==> src/rtl/ccr_pkg.sv <==
// Shared constants, types and state codes of the clock output control registers
package ccr_pkg;

	// ---------------------------------------------------------------
	// Serial slave port
	// ---------------------------------------------------------------
	localparam logic [6:0] SLAVE_ADDR = 7'h69;  // 1101001
	localparam logic [1:0] HDR_BYTES  = 2'h2;   // Command code and byte count, both ignored
	localparam logic [2:0] BIT_LAST   = 3'h7;

	// ---------------------------------------------------------------
	// Byte indices in the sequence
	// ---------------------------------------------------------------
	localparam logic [2:0] IDX_FIRST = 3'h0;
	localparam logic [2:0] IDX_BUS   = 3'h2;
	localparam logic [2:0] IDX_MEM   = 3'h3;
	localparam logic [2:0] IDX_SPR   = 3'h4;
	localparam logic [2:0] IDX_REF   = 3'h5;
	localparam logic [2:0] IDX_ID    = 3'h6;
	localparam logic [2:0] IDX_MAX   = 3'h7;  // Saturates; bytes past the map are ignored

	// ---------------------------------------------------------------
	// Reset values and field layout
	// ---------------------------------------------------------------
	localparam logic [7:0] BUS_RST   = 8'hff;  // Reserved bits power up as one as well
	localparam logic [7:0] MEM_RST   = 8'h37;
	localparam logic [7:0] MEM_WMASK = 8'h77;  // Bits 7 and 3 reserved
	localparam logic [1:0] SPR_RST   = 2'h0;
	localparam logic [1:0] REF_RST   = 2'h3;
	localparam logic [7:0] CHIP_ID   = 8'h3c;  // Arbitrary value, fixed in the device
	localparam logic [7:0] BYTE_ZERO = 8'h00;
	localparam logic [1:0] RSV_ZERO2 = 2'h0;
	localparam logic [5:0] RSV_ZERO6 = 6'h00;

	localparam int BUS_MAP [6] = '{6, 0, 1, 2, 3, 4};  // Gate bit of bus clock 0..5
	localparam int MEM_SEL  = 6;
	localparam int MEM_F48  = 5;
	localparam int MEM_SHR  = 4;
	localparam int MEM_GRP  = 4;  // Memory outputs per group bit
	localparam int SPR_DEP  = 1;
	localparam int SPR_EN   = 0;

	// ---------------------------------------------------------------
	// Gated output vector layout
	// ---------------------------------------------------------------
	localparam int N_BUS   = 6;
	localparam int N_MEM   = 12;
	localparam int N_REF   = 2;
	localparam int G_BUS   = 0;
	localparam int G_MEM   = 6;
	localparam int G_SHR   = 18;
	localparam int G_F48   = 19;
	localparam int G_REF   = 20;
	localparam int N_GATES = 22;

	localparam logic [1:0] STRAP_WAIT = 2'h3;  // Lets the strap pins clear the synchroniser

	typedef enum logic [2:0] {
		ST_IDLE  = 3'b000,
		ST_ADDR  = 3'b001,
		ST_ACK   = 3'b010,
		ST_WRITE = 3'b011,
		ST_READ  = 3'b100,
		ST_RACK  = 3'b101
	} ccr_state_t;

	typedef struct packed {
		logic       scl;
		logic       sda;
		logic [3:0] strap_n;
		logic       bus_src;
		logic       mem_src;
		logic       r24_src;
		logic       r48_src;
		logic [1:0] ref_src;
	} ccr_pins_t;

endpackage : ccr_pkg

==> src/rtl/ccr_clk_ctrl.sv <==
// Serial control registers and output gating of the clock generator
`timescale 1ns/1ps
// How it works
// - Bus gate byte: one runs, resets all ones
// - Bit 6 bus clock 0, bits 0-4 clocks 1-5
// - Memory byte bit 6 picks shared pin rate
// - Memory byte bit 5 gates fixed high-rate output
// - Memory byte bit 4 gates shared-rate output
// - Bits 2..0 gate memory clock groups
// - Spread byte top nibble returns latched straps
// - Spread bit 1 selects modulation depth
// - Spread bit 0 enables modulation, resets zero
// - Reference byte bits 1,0 gate reference outputs
// - Byte six is a fixed read-only code
// - Answer our address, ack, read from zero
module ccr_clk_ctrl (
	// Clock, reset and freeze
	input  wire logic        mclk,
	input  wire logic        arst_n,
	input  wire logic        ce,
	// Serial slave pins (open drain data)
	input  wire logic        scl_in,
	input  wire logic        sda_in,
	output logic             sda_out,
	output logic             sda_oe,
	// Frequency strap pins
	input  wire logic [3:0]  freq_strap_n,
	// Ungated clock sources
	input  wire logic        bus_clock_src,
	input  wire logic        mem_clock_src,
	input  wire logic        low_rate_src,
	input  wire logic        high_rate_src,
	input  wire logic [1:0]  reference_src,
	// Gated clock outputs
	output logic [5:0]       bus_clock_out,
	output logic [11:0]      memory_clock_out,
	output logic             shared_rate_clock_out,
	output logic             fixed_high_rate_clock_out,
	output logic [1:0]       reference_out,
	// Spread spectrum control
	output logic             spread_enable,
	output logic             spread_depth_half
);

	// ---------------------------------------------------------------
	// Input synchronisers
	// ---------------------------------------------------------------
	ccr_pkg::ccr_pins_t pins;
	ccr_pkg::ccr_pins_t s1_ff;
	ccr_pkg::ccr_pins_t s2_ff;
	logic               scl_q_ff;
	logic               sda_q_ff;

	assign pins = '{scl: scl_in, sda: sda_in, strap_n: freq_strap_n, bus_src: bus_clock_src,
		mem_src: mem_clock_src, r24_src: low_rate_src, r48_src: high_rate_src, ref_src: reference_src};

	// Sources are sampled on mclk, so they must run well below half its rate
	always_ff @(posedge mclk or negedge arst_n) begin
		if (!arst_n) begin
			s1_ff    <= '0;
			s2_ff    <= '0;
			scl_q_ff <= 1'b1;
			sda_q_ff <= 1'b1;
		end else if (ce) begin
			s1_ff    <= pins;
			s2_ff    <= s1_ff;
			scl_q_ff <= s2_ff.scl;
			sda_q_ff <= s2_ff.sda;
		end
	end

	logic scl_rise;
	logic scl_fall;
	logic bus_start;
	logic bus_stop;

	// Bus events compare the second stage with the registered stage after it
	assign scl_rise  = s2_ff.scl & ~scl_q_ff;
	assign scl_fall  = ~s2_ff.scl & scl_q_ff;
	assign bus_start = s2_ff.scl & scl_q_ff & sda_q_ff & ~s2_ff.sda;
	assign bus_stop  = s2_ff.scl & scl_q_ff & ~sda_q_ff & s2_ff.sda;

	// ---------------------------------------------------------------
	// Register state
	// ---------------------------------------------------------------
	ccr_pkg::ccr_state_t st_ff, nxt_st;
	logic [2:0] cnt_ff, nxt_cnt;
	logic [7:0] shift_ff, nxt_shift;
	logic       got_ff, nxt_got;
	logic       rw_ff, nxt_rw;
	logic [1:0] hdr_ff, nxt_hdr;
	logic [2:0] idx_ff, nxt_idx;
	logic       oe_ff, nxt_oe;
	logic [7:0] bus_ff, nxt_bus;
	logic [7:0] mem_ff, nxt_mem;
	logic [1:0] spr_ff, nxt_spr;
	logic [1:0] ref_ff, nxt_ref;
	logic       sel_ff, nxt_sel;
	logic [3:0] strap_ff, nxt_strap;
	logic [1:0] wait_ff, nxt_wait;
	logic       sdone_ff, nxt_sdone;
	logic [7:0] rx_byte;
	logic       wr_en;

	// Read-back image of one byte of the sequence
	function automatic logic [7:0] rd_byte(input logic [2:0] idx, input logic [7:0] bus,
		input logic [7:0] mem, input logic [1:0] spr, input logic [1:0] rf, input logic [3:0] strap);
		logic [7:0] val;
		val = ccr_pkg::BYTE_ZERO;
		unique case (idx)
			ccr_pkg::IDX_BUS: val = bus;
			ccr_pkg::IDX_MEM: val = mem;
			ccr_pkg::IDX_SPR: val = {strap, ccr_pkg::RSV_ZERO2, spr};
			ccr_pkg::IDX_REF: val = {ccr_pkg::RSV_ZERO6, rf};
			ccr_pkg::IDX_ID:  val = ccr_pkg::CHIP_ID;
			default:          val = ccr_pkg::BYTE_ZERO;
		endcase
		return val;
	endfunction : rd_byte

	assign rx_byte = {shift_ff[6:0], s2_ff.sda};
	assign wr_en   = ce && st_ff == ccr_pkg::ST_WRITE && scl_rise && cnt_ff == ccr_pkg::BIT_LAST
		&& hdr_ff == ccr_pkg::HDR_BYTES;

	// Slave sequencer, register writes, strap capture and rate select
	always_comb begin
		nxt_st = st_ff;  nxt_cnt = cnt_ff;  nxt_shift = shift_ff;  nxt_got = got_ff;
		nxt_rw = rw_ff;  nxt_hdr = hdr_ff;  nxt_idx = idx_ff;  nxt_oe = oe_ff;
		nxt_bus = bus_ff;  nxt_mem = mem_ff;  nxt_spr = spr_ff;  nxt_ref = ref_ff;
		nxt_sel = sel_ff;  nxt_strap = strap_ff;  nxt_wait = wait_ff;  nxt_sdone = sdone_ff;
		if (ce) begin
			// Straps are caught once, after reset and the synchroniser settle
			if (!sdone_ff) begin
				nxt_wait = wait_ff + 2'h1;
				if (wait_ff == ccr_pkg::STRAP_WAIT) begin
					nxt_strap = s2_ff.strap_n;
					nxt_sdone = 1'b1;
				end
			end
			// Rate select moves only with both sources low to avoid a runt
			if (!s2_ff.r24_src && !s2_ff.r48_src) begin
				nxt_sel = mem_ff[ccr_pkg::MEM_SEL];
			end
			if (bus_start) begin
				nxt_st = ccr_pkg::ST_ADDR;  nxt_cnt = 3'h0;  nxt_got = 1'b0;
				nxt_hdr = 2'h0;  nxt_idx = ccr_pkg::IDX_FIRST;  nxt_oe = 1'b0;
			end else if (bus_stop) begin
				nxt_st = ccr_pkg::ST_IDLE;  nxt_oe = 1'b0;
			end else begin
				unique case (st_ff)
					ccr_pkg::ST_IDLE: nxt_oe = 1'b0;
					ccr_pkg::ST_ADDR: begin
						if (scl_rise) begin
							nxt_shift = rx_byte;
							nxt_cnt = cnt_ff + 3'h1;
							if (cnt_ff == ccr_pkg::BIT_LAST) begin
								if (rx_byte[7:1] == ccr_pkg::SLAVE_ADDR) begin
									nxt_got = 1'b1;
									nxt_rw = rx_byte[0];
								end else begin
									nxt_st = ccr_pkg::ST_IDLE;
								end
							end
						end else if (scl_fall && got_ff) begin
							nxt_oe = 1'b1;  nxt_got = 1'b0;  nxt_st = ccr_pkg::ST_ACK;
						end
					end
					ccr_pkg::ST_ACK: begin
						if (scl_fall) begin
							nxt_cnt = 3'h0;
							if (rw_ff) begin
								nxt_shift = rd_byte(idx_ff, bus_ff, mem_ff, spr_ff, ref_ff, strap_ff);
								nxt_oe = ~nxt_shift[7];
								nxt_st = ccr_pkg::ST_READ;
							end else begin
								nxt_oe = 1'b0;
								nxt_st = ccr_pkg::ST_WRITE;
							end
						end
					end
					ccr_pkg::ST_WRITE: begin
						if (scl_rise) begin
							nxt_shift = rx_byte;
							nxt_cnt = cnt_ff + 3'h1;
							if (cnt_ff == ccr_pkg::BIT_LAST) begin
								nxt_got = 1'b1;
								if (hdr_ff != ccr_pkg::HDR_BYTES) begin
									nxt_hdr = hdr_ff + 2'h1;
								end else begin
									if (idx_ff != ccr_pkg::IDX_MAX) nxt_idx = idx_ff + 3'h1;
									unique case (idx_ff)
										ccr_pkg::IDX_BUS: nxt_bus = rx_byte;
										ccr_pkg::IDX_MEM: nxt_mem = rx_byte & ccr_pkg::MEM_WMASK;
										ccr_pkg::IDX_SPR: nxt_spr = rx_byte[1:0];
										ccr_pkg::IDX_REF: nxt_ref = rx_byte[1:0];
										default:          nxt_spr = spr_ff;
									endcase
								end
							end
						end else if (scl_fall && got_ff) begin
							nxt_oe = 1'b1;  nxt_got = 1'b0;  nxt_st = ccr_pkg::ST_ACK;
						end
					end
					ccr_pkg::ST_READ: begin
						if (scl_rise) begin
							nxt_cnt = cnt_ff + 3'h1;
							if (cnt_ff == ccr_pkg::BIT_LAST) nxt_got = 1'b1;
						end else if (scl_fall) begin
							if (got_ff) begin
								nxt_oe = 1'b0;  nxt_got = 1'b0;  nxt_st = ccr_pkg::ST_RACK;
							end else begin
								nxt_shift = {shift_ff[6:0], 1'b0};
								nxt_oe = ~shift_ff[6];
							end
						end
					end
					ccr_pkg::ST_RACK: begin
						if (scl_rise) begin
							if (s2_ff.sda) begin
								nxt_st = ccr_pkg::ST_IDLE;  // Master refused; wait for stop
							end else begin
								nxt_got = 1'b1;
								if (idx_ff != ccr_pkg::IDX_MAX) nxt_idx = idx_ff + 3'h1;
							end
						end else if (scl_fall && got_ff) begin
							nxt_shift = rd_byte(idx_ff, bus_ff, mem_ff, spr_ff, ref_ff, strap_ff);
							nxt_oe = ~nxt_shift[7];  nxt_cnt = 3'h0;  nxt_got = 1'b0;
							nxt_st = ccr_pkg::ST_READ;
						end
					end
					default: nxt_st = ccr_pkg::ST_IDLE;
				endcase
			end
		end
	end

	always_ff @(posedge mclk or negedge arst_n) begin
		if (!arst_n) begin
			st_ff <= ccr_pkg::ST_IDLE;  cnt_ff <= 3'h0;  shift_ff <= 8'h00;  got_ff <= 1'b0;
			rw_ff <= 1'b0;  hdr_ff <= 2'h0;  idx_ff <= ccr_pkg::IDX_FIRST;  oe_ff <= 1'b0;
			bus_ff <= ccr_pkg::BUS_RST;  mem_ff <= ccr_pkg::MEM_RST;
			spr_ff <= ccr_pkg::SPR_RST;  ref_ff <= ccr_pkg::REF_RST;
			sel_ff <= 1'b0;  strap_ff <= 4'h0;  wait_ff <= 2'h0;  sdone_ff <= 1'b0;
		end else begin
			st_ff <= nxt_st;  cnt_ff <= nxt_cnt;  shift_ff <= nxt_shift;  got_ff <= nxt_got;
			rw_ff <= nxt_rw;  hdr_ff <= nxt_hdr;  idx_ff <= nxt_idx;  oe_ff <= nxt_oe;
			bus_ff <= nxt_bus;  mem_ff <= nxt_mem;  spr_ff <= nxt_spr;  ref_ff <= nxt_ref;
			sel_ff <= nxt_sel;  strap_ff <= nxt_strap;  wait_ff <= nxt_wait;  sdone_ff <= nxt_sdone;
		end
	end

	assign sda_out           = 1'b0;  // Open drain: only ever pulls low
	assign sda_oe            = oe_ff;
	assign spread_enable     = spr_ff[ccr_pkg::SPR_EN];
	assign spread_depth_half = spr_ff[ccr_pkg::SPR_DEP];

	// ---------------------------------------------------------------
	// Output gates
	// ---------------------------------------------------------------
	logic [ccr_pkg::N_GATES-1:0] g_src;
	logic [ccr_pkg::N_GATES-1:0] g_en;
	logic [ccr_pkg::N_GATES-1:0] g_out;

	// Shared pin follows the selected rate; the gate masks the switch
	assign g_src[ccr_pkg::G_SHR] = sel_ff ? s2_ff.r48_src : s2_ff.r24_src;
	assign g_en[ccr_pkg::G_SHR]  = mem_ff[ccr_pkg::MEM_SHR] & (sel_ff == mem_ff[ccr_pkg::MEM_SEL]);
	assign g_src[ccr_pkg::G_F48] = s2_ff.r48_src;
	assign g_en[ccr_pkg::G_F48]  = mem_ff[ccr_pkg::MEM_F48];

	genvar gi;
	generate
		for (gi = 0; gi < ccr_pkg::N_BUS; gi++) begin : g_bus
			assign g_src[ccr_pkg::G_BUS+gi] = s2_ff.bus_src;
			assign g_en[ccr_pkg::G_BUS+gi]  = bus_ff[ccr_pkg::BUS_MAP[gi]];
		end
		for (gi = 0; gi < ccr_pkg::N_MEM; gi++) begin : g_mem
			assign g_src[ccr_pkg::G_MEM+gi] = s2_ff.mem_src;
			assign g_en[ccr_pkg::G_MEM+gi]  = mem_ff[gi/ccr_pkg::MEM_GRP];
		end
		for (gi = 0; gi < ccr_pkg::N_REF; gi++) begin : g_ref
			assign g_src[ccr_pkg::G_REF+gi] = s2_ff.ref_src[gi];
			assign g_en[ccr_pkg::G_REF+gi]  = ref_ff[gi];
		end
		for (gi = 0; gi < ccr_pkg::N_GATES; gi++) begin : g_gate
			ccr_gate u_gate (
				.mclk    (mclk),
				.arst_n  (arst_n),
				.ce      (ce),
				.src     (g_src[gi]),
				.en      (g_en[gi]),
				.clk_out (g_out[gi])
			);
		end
	endgenerate

	assign bus_clock_out             = g_out[ccr_pkg::G_BUS +: ccr_pkg::N_BUS];
	assign memory_clock_out          = g_out[ccr_pkg::G_MEM +: ccr_pkg::N_MEM];
	assign shared_rate_clock_out     = g_out[ccr_pkg::G_SHR];
	assign fixed_high_rate_clock_out = g_out[ccr_pkg::G_F48];
	assign reference_out             = g_out[ccr_pkg::G_REF +: ccr_pkg::N_REF];
endmodule : ccr_clk_ctrl

==> src/rtl/ccr_gate.sv <==
// Glitch-free gate for one clock output
`timescale 1ns/1ps
module ccr_gate (
	// Clock and reset
	input  wire logic mclk,
	input  wire logic arst_n,
	input  wire logic ce,
	// Source clock level and enable
	input  wire logic src,
	input  wire logic en,
	// Gated output
	output logic      clk_out
);

	logic act_ff;
	logic nxt_act;
	logic out_ff;
	logic nxt_out;

	// Enable is taken only while the source is low, so no pulse is cut short
	always_comb begin
		nxt_act = act_ff;
		nxt_out = out_ff;
		if (ce) begin
			if (!src) begin
				nxt_act = en;
			end
			nxt_out = src & act_ff;
		end
	end

	always_ff @(posedge mclk or negedge arst_n) begin
		if (!arst_n) begin
			act_ff <= 1'b1;
			out_ff <= 1'b0;
		end else begin
			act_ff <= nxt_act;
			out_ff <= nxt_out;
		end
	end

	assign clk_out = out_ff;
endmodule : ccr_gate

==> config.mk <==
export PLATFORM = sky130hd
export DESIGN_NAME = ccr_clk_ctrl
export DESIGN_NICKNAME = d
export VERILOG_FILES = /design/src/rtl/ccr_pkg.sv /design/src/rtl/ccr_clk_ctrl.sv /design/src/rtl/ccr_gate.sv
export SDC_FILE = /design/constraint.sdc
export NUM_CORES = 1
export LEC_CHECK = 0
export ABC_AREA = 1
export ABC_CLOCK_PERIOD_IN_PS = 2200
export BUFFER_PORTS_ARGS = -buffer_cell sky130_fd_sc_hd__buf_2
export CORE_MARGIN = 2
export CORE_UTILIZATION = 60
export DETAILED_ROUTE_END_ITERATION = 7
export MAX_ROUTING_LAYER = met4
export PLACE_DENSITY = 0.79
export SYNTH_ARGS = -nofsm -noshare
export SYNTH_HDL_FRONTEND = slang
export SYNTH_HIERARCHICAL = 1
export SYNTH_SLANG_ARGS = --single-unit
export TNS_END_PERCENT = 50
==> constraint.sdc <==
create_clock -name mclk -period 2.2 [get_ports mclk]
set_input_delay 0.22 -clock mclk [delete_from_list [all_inputs] [get_ports mclk]]
set_output_delay 0.22 -clock mclk [all_outputs]
set_load 0.005 [all_outputs]
[After elaboration in Yosys (flattened, before gate mapping)]
Cells that the tools add are included.
Storage, ports and cells
  flip-flop bits (word level): 99
  input bits: 15
  output and inout port bits: 26
  word-level logic and storage cells: 279
Operators by class
  $add $sub $neg: 4
  equal/unequal tests: 52
  mux-type cells: 88
  bitwise logic cells: 38
  reductions and logical operators: 37
Operators with widths (number)
  8-bit 2-to-1 mux: 12
  3-bit 2-to-1 mux: 29
  7-bit 2-to-1 mux: 8
  4-bit != test (second input constant): 11
  8-bit one-hot mux with 5 select lines: 1
  8-bit AND reduction: 5
  7-bit one-hot mux with 4 select lines: 1
  3-bit != test (second input constant): 9
  1-bit 2-to-1 mux: 26
  1-bit AND: 21
  7-bit AND reduction: 3
  5-bit != test (second input constant): 4
  3-bit == test (second input constant): 6
  2-bit != test (second input constant): 9
  3-bit one-hot mux with 6 select lines: 1
  1-bit NOT: 17
  2-bit AND reduction: 8
  3-bit by 2-bit == test with 1-bit output (second input constant): 4
  2-bit 2-to-1 mux: 6
  12-bit AND reduction: 1
  11-bit AND reduction: 1
  3-bit one-hot mux with 3 select lines: 1
  9-bit AND reduction: 1
  2-bit nonzero test: 4
  other kinds (25): 30

[Longest topological paths before layout]
Gate-level depths: netlist of the first run.
  depth in word-level cells: 15
  mapped depth: 11
  gate-level depth less buffers: 11

[Modules after synthesis]
The synthesis of the first run kept the hierarchy.
Modules (own cells, without submodules)
  ccr_clk_ctrl: instances 1, cells an instance 516, area each 3966.3 um^2, seq. area each 1848.0 um^2
  ccr_gate: instances 22, cells an instance 10, area each 85.1 um^2, seq. area each 51.3 um^2

[Worst setup path before layout of the first run]
OpenSTA, ideal clock, no wires.
  kind: register -> register
  start: register scl_q_ff
  end: register shift_ff[0]
  arrival time: 1555 ps
  data required time: 2083 ps
  path slack: 529 ps
  stages on the path, launching flop included: 11
  buffers on the path: 0
  path through: dfstp_2 inv_1 ha_1 inv_1 nand3_1 nand2_1 nand3_1 nor2_4 nand2_4 nand2_1 nand2_1
On the way
  word-level cells in the longest chain between the ends: 5
  elaborated cells on any way between the ends: 18
  classes of those cells: 6 x eq/ne; 10 x bitwise; 2 x reduce/logical
Ends and longest elaborated chain
  start: declaration: line ccr_clk_ctrl.sv:51  | logic scl_q_ff;
  start signal: assignment: line ccr_clk_ctrl.sv:67  | scl_q_ff <= s2_ff.scl;
  1-bit AND: line ccr_clk_ctrl.sv:80, ccr_clk_ctrl.sv:81
  1-bit AND (on tied branches) (2 in series): line ccr_clk_ctrl.sv:81, ccr_clk_ctrl.sv:80
  1-bit NOT (no line)
  12-bit AND reduction (no line) (*)
  end signal: assignment: line ccr_clk_ctrl.sv:245  | st_ff <= nxt_st; cnt_ff <= nxt_cnt; shift_ff <= nxt_shift; got_ff <= nxt_got;
  end: declaration: line ccr_clk_ctrl.sv:88  | logic [7:0] shift_ff, nxt_shift;
Every way passes the cells marked *; elsewhere a longest branch is shown, timed or not.
A chain may end at the register's enable or synchronous reset.

[Worst setup path in the final report of the first run]
  start: register s2_ff[11] (netlist bit)
  end: register mem_ff[6]
On the way
  word-level cells in the longest chain between the ends: 5
  elaborated cells on any way between the ends: 9
  classes of those cells: 8 x bitwise; 1 x reduce/logical
Ends and longest elaborated chain
  start: declaration: line ccr_clk_ctrl.sv:50  | ccr_pkg::ccr_pins_t s2_ff;
  start signal: assignment: line ccr_clk_ctrl.sv:61  | s2_ff <= '0;
  start signal: assignment: line ccr_clk_ctrl.sv:66  | s2_ff <= s1_ff;
  1-bit AND: line ccr_clk_ctrl.sv:80, ccr_clk_ctrl.sv:81
  1-bit AND (on tied branches) (2 in series): line ccr_clk_ctrl.sv:81, ccr_clk_ctrl.sv:80
  1-bit NOT (no line)
  8-bit AND reduction (no line) (*)
  end signal: assignment: line ccr_clk_ctrl.sv:241  | bus_ff <= ccr_pkg::BUS_RST; mem_ff <= ccr_pkg::MEM_RST;
  end signal: assignment: line ccr_clk_ctrl.sv:247  | bus_ff <= nxt_bus; mem_ff <= nxt_mem; spr_ff <= nxt_spr; ref_ff <= nxt_ref;
  end: declaration: line ccr_clk_ctrl.sv:95  | logic [7:0] mem_ff, nxt_mem;
Marks and branches as above.

==> flow_metrics.tcl, run 1 <==
set metrics [dict create \
    ant_nets 0 \
    drive_gt1_share_pct 18.2 \
    swShare_pct 27.2 \
    synth-edff-count 0 \
    critPathLaunchType "flop" \
    synth_cell_type_count 32 \
    drc 0 \
    max-cap-violations 0 \
    via_per_inst 5.29 \
    grt_pass1_vias 4902 \
    cp.required_ns 2.59 \
    pwr-share-clk_pct 46.5 \
    syn_nets 764 \
    port_buffers 39 \
    power.density_nw_per_um2 800 \
    rsz0062_at_grt "false" \
    hold_class "input pin to flop" \
    cp_cell_sequence "ha_1 > nand2_1 > nor2_1 > nor2_2 > inv_2 > nor2_4 > nand4_2 > nand2_1 > o21ai_1" \
    hold_viol 0 \
    drtPass1Iterations 5 \
    area_delta_synth_final_pct 18.0 \
    post-route-period-util_pct 90.5 \
    worstSetupPathType "flop to flop" \
    rows 36 \
    dp.cells 903 \
    slew_headroom_pct 46.8 \
    place_hpwl_um 9260 \
    numCtsBuffers 17 \
    grt_max_degree 84 \
    p_int_mw 4.01 \
    path_clk_slew_ns 0.06 \
    synthTopCellsByArea "dfrtp_1 (33%), dfstp_2 (18%), nand2_1 (17%)" \
    synth_top_flop_cell "dfrtp_1" \
    synthTopCellsByCount "nand2_1 (265), inv_1 (88), nand3_1 (83)" \
    p_seq_share_pct 43.7 \
    cp_common_cell "nand2_1" \
    track_usage_pct 29.1 \
    coreArea_um2 9590 \
    finalSetupViolCount 0 \
    finalMaxSlewViolations 0 \
    die_w_um 103 \
    synth_seq_cells 117 \
    synth_warnings 6 \
    netlist_area_um2 5840 \
    syn_inst 736 \
    leakagePower_nw 3.45 \
    worst_ir_drop_vdd_v 0.000672 \
    drtIter0Drc 410 \
    ys_seq_area_share_pct 51.0 \
    cts_tree "built" \
    clock_sinks 117 \
    initial_utilization_pct 60.9 \
    skew_ns 0.00772 \
    fin_tns_setup_ns 0 \
    grt_pass1_wl_um 22600 \
    die_h_um 103 \
    h-tree-depth 4 \
    path_max_fanout 12 \
    cts_setup_buffers 0 \
    status "completed" \
    grt_overflow 0 \
    nets 830 \
    gp_congestion 0.940 \
    cts.path.max_buffers 2 \
    synth.most_common_cell "nand2_1" \
    stdcell_count 948 \
    cp_slowest_cell "dfrtp_1" \
    synth_largest_area_cell "dfrtp_1" \
    wirelength_um 13600 \
    synth_top_area_share_pct 33.4 \
    antenna_found_initial 0 \
    ioPinCount 41 \
    diodes 0 \
    synthArstFlopShare_pct 100 \
    power_switching_mw 1.50 \
    vias 5016 \
    wl_per_cell_um 14.4 \
    worstMarginPinSlew_ns 0.798 \
    syn_area_per_cell_um2 7.93 \
    final.min_clock_period_ns 1.99 \
    slowest_delay_ns 0.42 \
    cts-root-buf "clkbuf_8" \
    insertion_delay_ns 0.52 \
    max_freq_ghz 0.502 \
    die_area_um2 10500 \
    combPwrFrac_pct 9.8 \
    endpoint_kind "flop" \
    worstPathArrival_ns 2.38 \
]
==> power groups by stage <==
stage	logic [mW]	clock network, mW	registers [mW]
5_1_grt	0.628	2.69	2.43
2_1_floorplan	0.341	0	2.40
3_3_place_gp	0.490	0	2.43
3_5_place_dp	0.519	0	2.44
4_1_cts	0.543	2.58	2.41
6_report	0.541	2.56	2.41
==> logic make-up (layout without fill, tap and decap cells) <==
family / after synthesis / after routing / share of synthesized area (%)
AOI/OAI and AO/OA: 94 / 94 / 8.68
xor gates and xnor gates: 1 / 1 / 0.150
adders and majority gates: 13 / 13 / 2.79
buffers and inverters: 105 / 184 / 7.35
DFF: 117 / 117 / 51.0
muxes: 1 / 1 / 0.193
other: 1 / 1 / 0.0642
and+or+nand+nor: 404 / 404 / 29.8
==> routing by layer <==
layer | vias to the layer above | global-route usage, % | wire length, um
li1 | 2480 | - | -
met4 | 0 | 11.1 | 244
met1 | 2362 | 36.1 | 5980
met5 | - | - | 0
met2 | 152 | 47.0 | 6740
met3 | 22 | 6.10 | 666
==> cell type report <==
class | instances | area [um2]
sequential | 117 | 2980
fill | 766 | 2700
multi-input combinational | 514 | 2430
clock buffer | 18 | 428
timing repair buffer | 60 | 415
inverter | 92 | 345
tap | 133 | 166
clock inverter | 14 | 126
==> sequential cells by signal, summed over array words and instances, names as in the netlist, 2 cells and up <==
| name | flops |
|---|---|
| g_gate.u_gate/act_ff | 22 |
| g_gate.u_gate/clk_out | 22 |
| s1_ff | 12 |
| bus_ff | 8 |
| shift_ff | 7 |
| mem_ff | 6 |
| s2_ff | 6 |
| g_src | 5 |
| strap_ff | 4 |
| cnt_ff | 3 |
| idx_ff | 3 |
| st_ff | 3 |
| hdr_ff | 2 |
| ref_ff | 2 |
| spr_ff | 2 |
| wait_ff | 2 |
==> through the flow <==
| step | setup WS (ns) | power [mW] | hold slack, ns | util [%] | cell area (um2) |
|---|---|---|---|---|---|
| 2_1_floorplan | 0.529 | 2.74 | -0.0756 | - | 5840 |
| 6_report | 0.209 | 5.51 | 0.200 | 71.8 | 6890 |
| 3_3_place_gp | 0.326 | 2.92 | 0.210 | 64.7 | 6210 |
| 3_5_place_dp | 0.238 | 2.96 | 0.226 | 64.7 | 6210 |
| 4_1_cts | 0.221 | 5.53 | 0.187 | 71.8 | 6890 |
| 5_1_grt | 0.0412 | 5.74 | 0.214 | 71.8 | 6890 |
==> cells in the final DEF (no fill, tap or decap), types with 10 or more instances in the layout <==
cell type / Yosys / final
a21oi_1: 10 / 10
buf_2: 1 / 37
clkbuf_16: 0 / 16
dfrtp_1: 78 / 78
dfstp_2: 39 / 39
dlygate4sd3_1: 0 / 13
ha_1: 13 / 13
inv_1: 88 / 88
nand2_1: 265 / 265
nand3_1: 83 / 83
nor2_1: 28 / 28
o21ai_0: 67 / 67
==> worst max-delay path: cells and delay by family, from the launching register on <==
kind            cells  cell delay (ns)
compound gates      1             0.08
fa+ha+maj           1             0.28
buf+inv             1             0.09
flops               1             0.42
simple gates        6             0.99
==> worst paths after layout <==
| check | to | from | cells past startpoint | slack [ns] |
|---|---|---|---|---|
| max | mem_ff[6] | s2_ff[11] | 9 | 0.21 |
| min | g_gate[12].u_gate/act_ff | ce | 4 | 0.20 |
| max reg2reg | mem_ff[6] | s2_ff[11] | 9 | 0.21 |
| min reg2reg | g_gate[15].u_gate/act_ff | g_gate[15].u_gate/act_ff | 2 | 0.46 |
| max in group asynchronous | g_gate[16].u_gate/act_ff | arst_n | 3 | 1.24 |
| min in group asynchronous | g_gate[10].u_gate/clk_out | arst_n | 2 | 0.21 |
==> repair_timing <==
action                                 in CTS  in global routing
endpoints found under the hold margin      38                  0
resized for setup                           0                  0
hold buffers                               13                  0
(Power assumes the default switching activity.)
==> run 2: changes to the inputs <==
- CORE_UTILIZATION: 60 -> 45
- PLACE_DENSITY: 0.79 -> default
==> flow_metrics.tcl, run 2 (synthesis gave the netlist of run 1 again) <==
set metrics [dict create \
    holdPathEnd "s1_ff[4]" \
    drtIter0Drc 384 \
    slowest_delay_ns 0.41 \
    diodes 0 \
    dp.cells 940 \
    layout_commonest_cell "nand2_1" \
    dpl_cell_area_um2 6250 \
    leakagePower_nw 3.44 \
    cp_common_cell "nand2_1" \
    max_freq_ghz 0.511 \
    insertion_delay_ns 0.41 \
    via_per_inst 4.97 \
    die_w_um 118 \
    mostFrequentLayoutCells "nand2_1 (265), inv_1 (88), nand3_1 (83), dfrtp_1 (78), o21ai_0 (67)" \
    final.min_clock_period_ns 1.96 \
    skew_ns 0.0103 \
    nets 825 \
    cp_cell_sequence "ha_1 > nand2_1 > nor2_1 > nor2_2 > inv_2 > nor2_4 > nand4_2 > nand2_1 > o21ai_1" \
    max-cap-violations 0 \
    place_hpwl_um 9220 \
    power.density_nw_per_um2 799 \
    port_buffers 39 \
    p_seq_share_pct 43.8 \
    cp_slowest_cell "dfrtp_1" \
    combPwrFrac_pct 9.6 \
    grt_pass1_wl_um 22800 \
    finalMaxSlewViolations 0 \
    finalSetupViolCount 0 \
    rr_endpoint "mem_ff[6]" \
    swShare_pct 25.5 \
    worstPathArrival_ns 2.24 \
    worstSetupPathType "flop to flop" \
    drive_gt1_share_pct 17.7 \
    cts_resized 0 \
    drtPass1Iterations 5 \
    ant_nets 0 \
    area_delta_synth_final_pct 18.3 \
    ff2ff_path_depth 9 \
    h-tree-depth 4 \
    cp.required_ns 2.48 \
    grt_overflow 0 \
    grt_max_degree 103 \
    worst_ir_drop_vdd_v 0.000522 \
    path_clk_slew_ns 0.05 \
    layout_setup_ws_ns 0.245 \
    die_area_um2 13900 \
    wirelength_um 13300 \
    grt_pass1_vias 4766 \
    rsz0062_at_grt "false" \
    initial_utilization_pct 46.3 \
    cts_tree "built" \
    status "completed" \
    cts.path.max_buffers 2 \
    fillers 1241 \
    hold_viol 0 \
    fin_tns_setup_ns 0 \
    gp_congestion 0.918 \
    ioPinCount 41 \
    power_switching_mw 1.40 \
    clock_sinks 117 \
    ff2ff_setup_slack_ns 0.24 \
    post-place-ws_ns 0.248 \
    vias 4878 \
    endpoint_kind "flop" \
    stdcell_count 982 \
    worstHoldStart "mem_clock_src" \
    design_area_um2 6910 \
    numCtsBuffers 17 \
    cts-root-buf "clkbuf_16" \
    min_path_cells 3 \
    worstMarginPinSlew_ns 0.833 \
    drc 0 \
    pwr-share-clk_pct 46.7 \
    rows 41 \
    p_int_mw 4.11 \
    critPathLaunchType "flop" \
    wl_per_cell_um 13.5 \
    cts_hold_buf 10 \
    r2r_start "s2_ff[11]" \
    antenna_found_initial 0 \
    coreArea_um2 12600 \
    cts_setup_buffers 0 \
    post-route-period-util_pct 88.9 \
    path_max_fanout 12 \
    die_h_um 118 \
    slew_headroom_pct 44.4 \
    hold_class "input pin to flop" \
    track_usage_pct 21.2 \
]
## run 2: cell count changes in the layout (fill, tap and decap cells not counted), sizes merged
| cell | delta |
|---|---|
| clkbuf | +5 |
| buf | -2 |
| dlygate4sd3 | -3 |
| clkinv | -2 |
| clkinvlp | -2 |
| inv | -1 |
## run 2: layout make-up
| class | count | area [um2] | share of cell area, % |
|---|---|---|---|
| clock buffers | 23 | 478 | 6.92 |
| repair buffers | 55 | 383 | 5.54 |
| inverters | 92 | 345 | 5.00 |
| clock inverters | 9 | 76.3 | 1.11 |
| well taps | 172 | 215 | 3.12 |
| multi-input cells | 514 | 2430 | 35.2 |
| flip-flops and latches | 117 | 2980 | 43.1 |
## run 2: per-stage QoR
step                util, %  hold slack, ns  power (mW)
CTS                    54.7         0.00122        5.57
finish                 54.7          0.0237        5.52
floorplan                 -         -0.0756        2.74
detailed placement     49.5           0.286        2.96
global placement       49.5           0.278        2.94
global route           54.7          0.0278        5.79
## run 2: layer usage
metal  up-vias  part of all wire, %  global-route usage [%]
met5         -                    0                       -
li1       2464                    -                       -
met3        13                  3.4                    5.43
met1      2310                   48                    27.3
met2        91                   48                    32.8
met4         0                  1.1                    6.78
## run 2: power groups by stage
stage / sequential, mW / clock (mW) / combinational [mW]
after floorplan: 2.40 / 0 / 0.341
final: 2.41 / 2.57 / 0.527
after global placement: 2.44 / 0 / 0.493
after detailed placement: 2.45 / 0 / 0.515
after CTS: 2.41 / 2.63 / 0.531
after global routing: 2.43 / 2.74 / 0.624
## run 2: how the worst max path moves through the flow
stage	end	startpoint	depth (start not counted)	slack (ns)
final	mem_ff[6]	s2_ff[11]	9	0.24
after global routing	mem_ff[6]	s2_ff[11]	9	0.08
after CTS	mem_ff[4]	s2_ff[11]	8	0.23
after detailed placement	mem_ff[6]	s2_ff[11]	9	0.25
after global placement	mem_ff[6]	s2_ff[11]	9	0.28
after floorplan	shift_ff[0]	scl_q_ff	10	0.53
## run 2: worst max-delay path: cells and delay by family (launching register included)
kind                       cells  cell delay (ns)
and+or+nand+nor                6             0.98
DFF                            1             0.41
adders and majority gates      1             0.28
buffers and inverters          1             0.09
AOI/OAI and AO/OA              1             0.07
==> run 3: changes to the inputs <==
- ABC_CLOCK_PERIOD_IN_PS: 2200 -> 1700
- clock period: 2.2 -> 1.7 ns (I/O delays scaled with it)
==> flow_metrics.tcl, run 3 (synthesis gave the netlist of run 1 again) <==
set metrics [dict create \
    min_path_cells 3 \
    wirelength_um 13800 \
    numCtsBuffers 17 \
    finalMaxSlewViolations 0 \
    grt_overflow 0 \
    drive_gt1_share_pct 26.6 \
    violations "setup timing" \
    grt_pass1_vias 4815 \
    h-tree-depth 4 \
    wl_per_cell_um 13.4 \
    track_usage_pct 21.1 \
    drtPass1Iterations 5 \
    r2r_start "s2_ff[11]" \
    drc 0 \
    cp_cell_sequence "ha_4 > nand3_4 > buf_12 > buf_6 > nand2_4 > nor2_4 > nand4_4 > clkbuf_16 > o21ai_2" \
    post-route-period-util_pct 102 \
    rows 41 \
    nets 872 \
    max-cap-violations 0 \
    grt_max_degree 105 \
    p_total_mw 7.63 \
    area_delta_synth_final_pct 29.6 \
    path_max_fanout 8 \
    worst_ir_drop_vdd_v 0.000647 \
    fin_tns_setup_ns -0.137 \
    dpl_cell_area_um2 6530 \
    cts_tree "built" \
    hold_viol 0 \
    diodes 0 \
    worstPathArrival_ns 2.08 \
    layout_commonest_cell "nand2_1" \
    cts-root-buf "clkbuf_16" \
    final.min_clock_period_ns 1.73 \
    ff2ff_path_depth 9 \
    path_clk_slew_ns 0.06 \
    port_buffers 39 \
    drtIter0Drc 321 \
    cts.path.max_buffers 2 \
    vias 5054 \
    die_w_um 118 \
    mostFrequentLayoutCells "nand2_1 (253), inv_1 (83), nand3_1 (75), dfrtp_1 (74), o21ai_0 (53)" \
    slowest_delay_ns 0.43 \
    skew_ns 0.00621 \
    ioPinCount 41 \
    final_core_util_pct 59.9 \
    holdPathEnd "s1_ff[11]" \
    initial_utilization_pct 46.3 \
    hold_class "input pin to flop" \
    place_hpwl_um 9560 \
    via_per_inst 4.91 \
    rsz0062_at_grt "true" \
    worstHoldStart "scl_in" \
    finalSetupViolCount 9 \
    clock_sinks 117 \
    cp_slowest_cell "dfrtp_2" \
    critPathLaunchType "flop" \
    endpoint_kind "flop" \
    coreArea_um2 12600 \
    worstSetupPathType "flop to flop" \
    leakagePower_nw 3.73 \
    ff2ff_setup_slack_ns -0.03 \
    rr_endpoint "bus_ff[2]" \
    max_freq_ghz 0.578 \
    whs_ns 0.0185 \
    design_area_um2 7560 \
    insertion_delay_ns 0.42 \
    die_area_um2 13900 \
    cp.required_ns 2.05 \
    ant_nets 0 \
    status "finished, violations left" \
    gp_congestion 0.931 \
    power.density_nw_per_um2 1010 \
    layout_setup_ws_ns -0.0301 \
    die_h_um 118 \
    antenna_found_initial 0 \
    grt_pass1_wl_um 22900 \
]
==> run 3: how the worst max path moves through the flow <==
stage	cells past startpoint	start	slack, ns	endpoint
finish	9	s2_ff[11]	-0.03	bus_ff[2]
CTS	10	scl_q_ff	-0.006	st_ff[2]
detailed placement	10	scl_q_ff	-0.12	shift_ff[2]
global placement	10	scl_q_ff	-0.08	shift_ff[3]
global route	10	scl_q_ff	-0.11	st_ff[0]
floorplan	10	scl_q_ff	0.03	shift_ff[0]
==> run 3: area by class of cell <==
class / instances / area [um2]
Fill cell: 1163 / 5050
Sequential cell: 117 / 2980
Multi-Input combinational cell: 514 / 2600
Timing Repair Buffer: 102 / 803
Clock buffer: 18 / 439
Inverter: 92 / 350
Tap cell: 172 / 215
Clock inverter: 14 / 175
==> run 3: timing repair <==
item / CTS / global route
setup endpoints to repair: 31 / 38
resized for setup: 13 / 54
pin swaps: 4 / 22
gates cloned: 0 / 1
hold endpoints to repair: 38 / 0
hold buffers: 12 / 0
buffers inserted: 2 / 7
==> run 3: worst max-delay path: cells and delay by family, from the launching register on <==
kind / cells / cell delay [ns]
AOI/OAI and AO/OA: 1 / 0.12
adders and majority gates: 1 / 0.19
and+or+nand+nor: 4 / 0.49
DFF: 1 / 0.43
buffers and inverters: 3 / 0.42
==> run 3: metal layers <==
layer / wire [um] / share of wire [%] / GRT usage [%] / vias to the layer above
met5: 0 / 0 / - / -
met4: 232 / 1.7 / 8.73 / 0
met1: 6350 / 46 / 26.9 / 2355
met3: 520 / 3.8 / 4.80 / 21
met2: 6710 / 49 / 32.4 / 107
li1: - / - / - / 2571
==> run 3: through the flow <==
| stage | cells | setup slack, ns |
|---|---|---|
| after floorplan | 736 | 0.0286 |
| after global placement | 975 | -0.0766 |
| after detailed placement | 975 | -0.125 |
| after CTS | 1021 | -0.00595 |
| after global routing | 1029 | -0.109 |
| final | 1029 | -0.0301 |
==> run 3: report_power, final <==
part	switching, mW	leakage, nW	total [mW]	internal [mW]
clock network	1.32	0.293	3.67	2.35
registers	0.152	1.43	3.12	2.96
logic	0.503	2.01	0.837	0.334
total	1.97	3.73	7.63	5.65
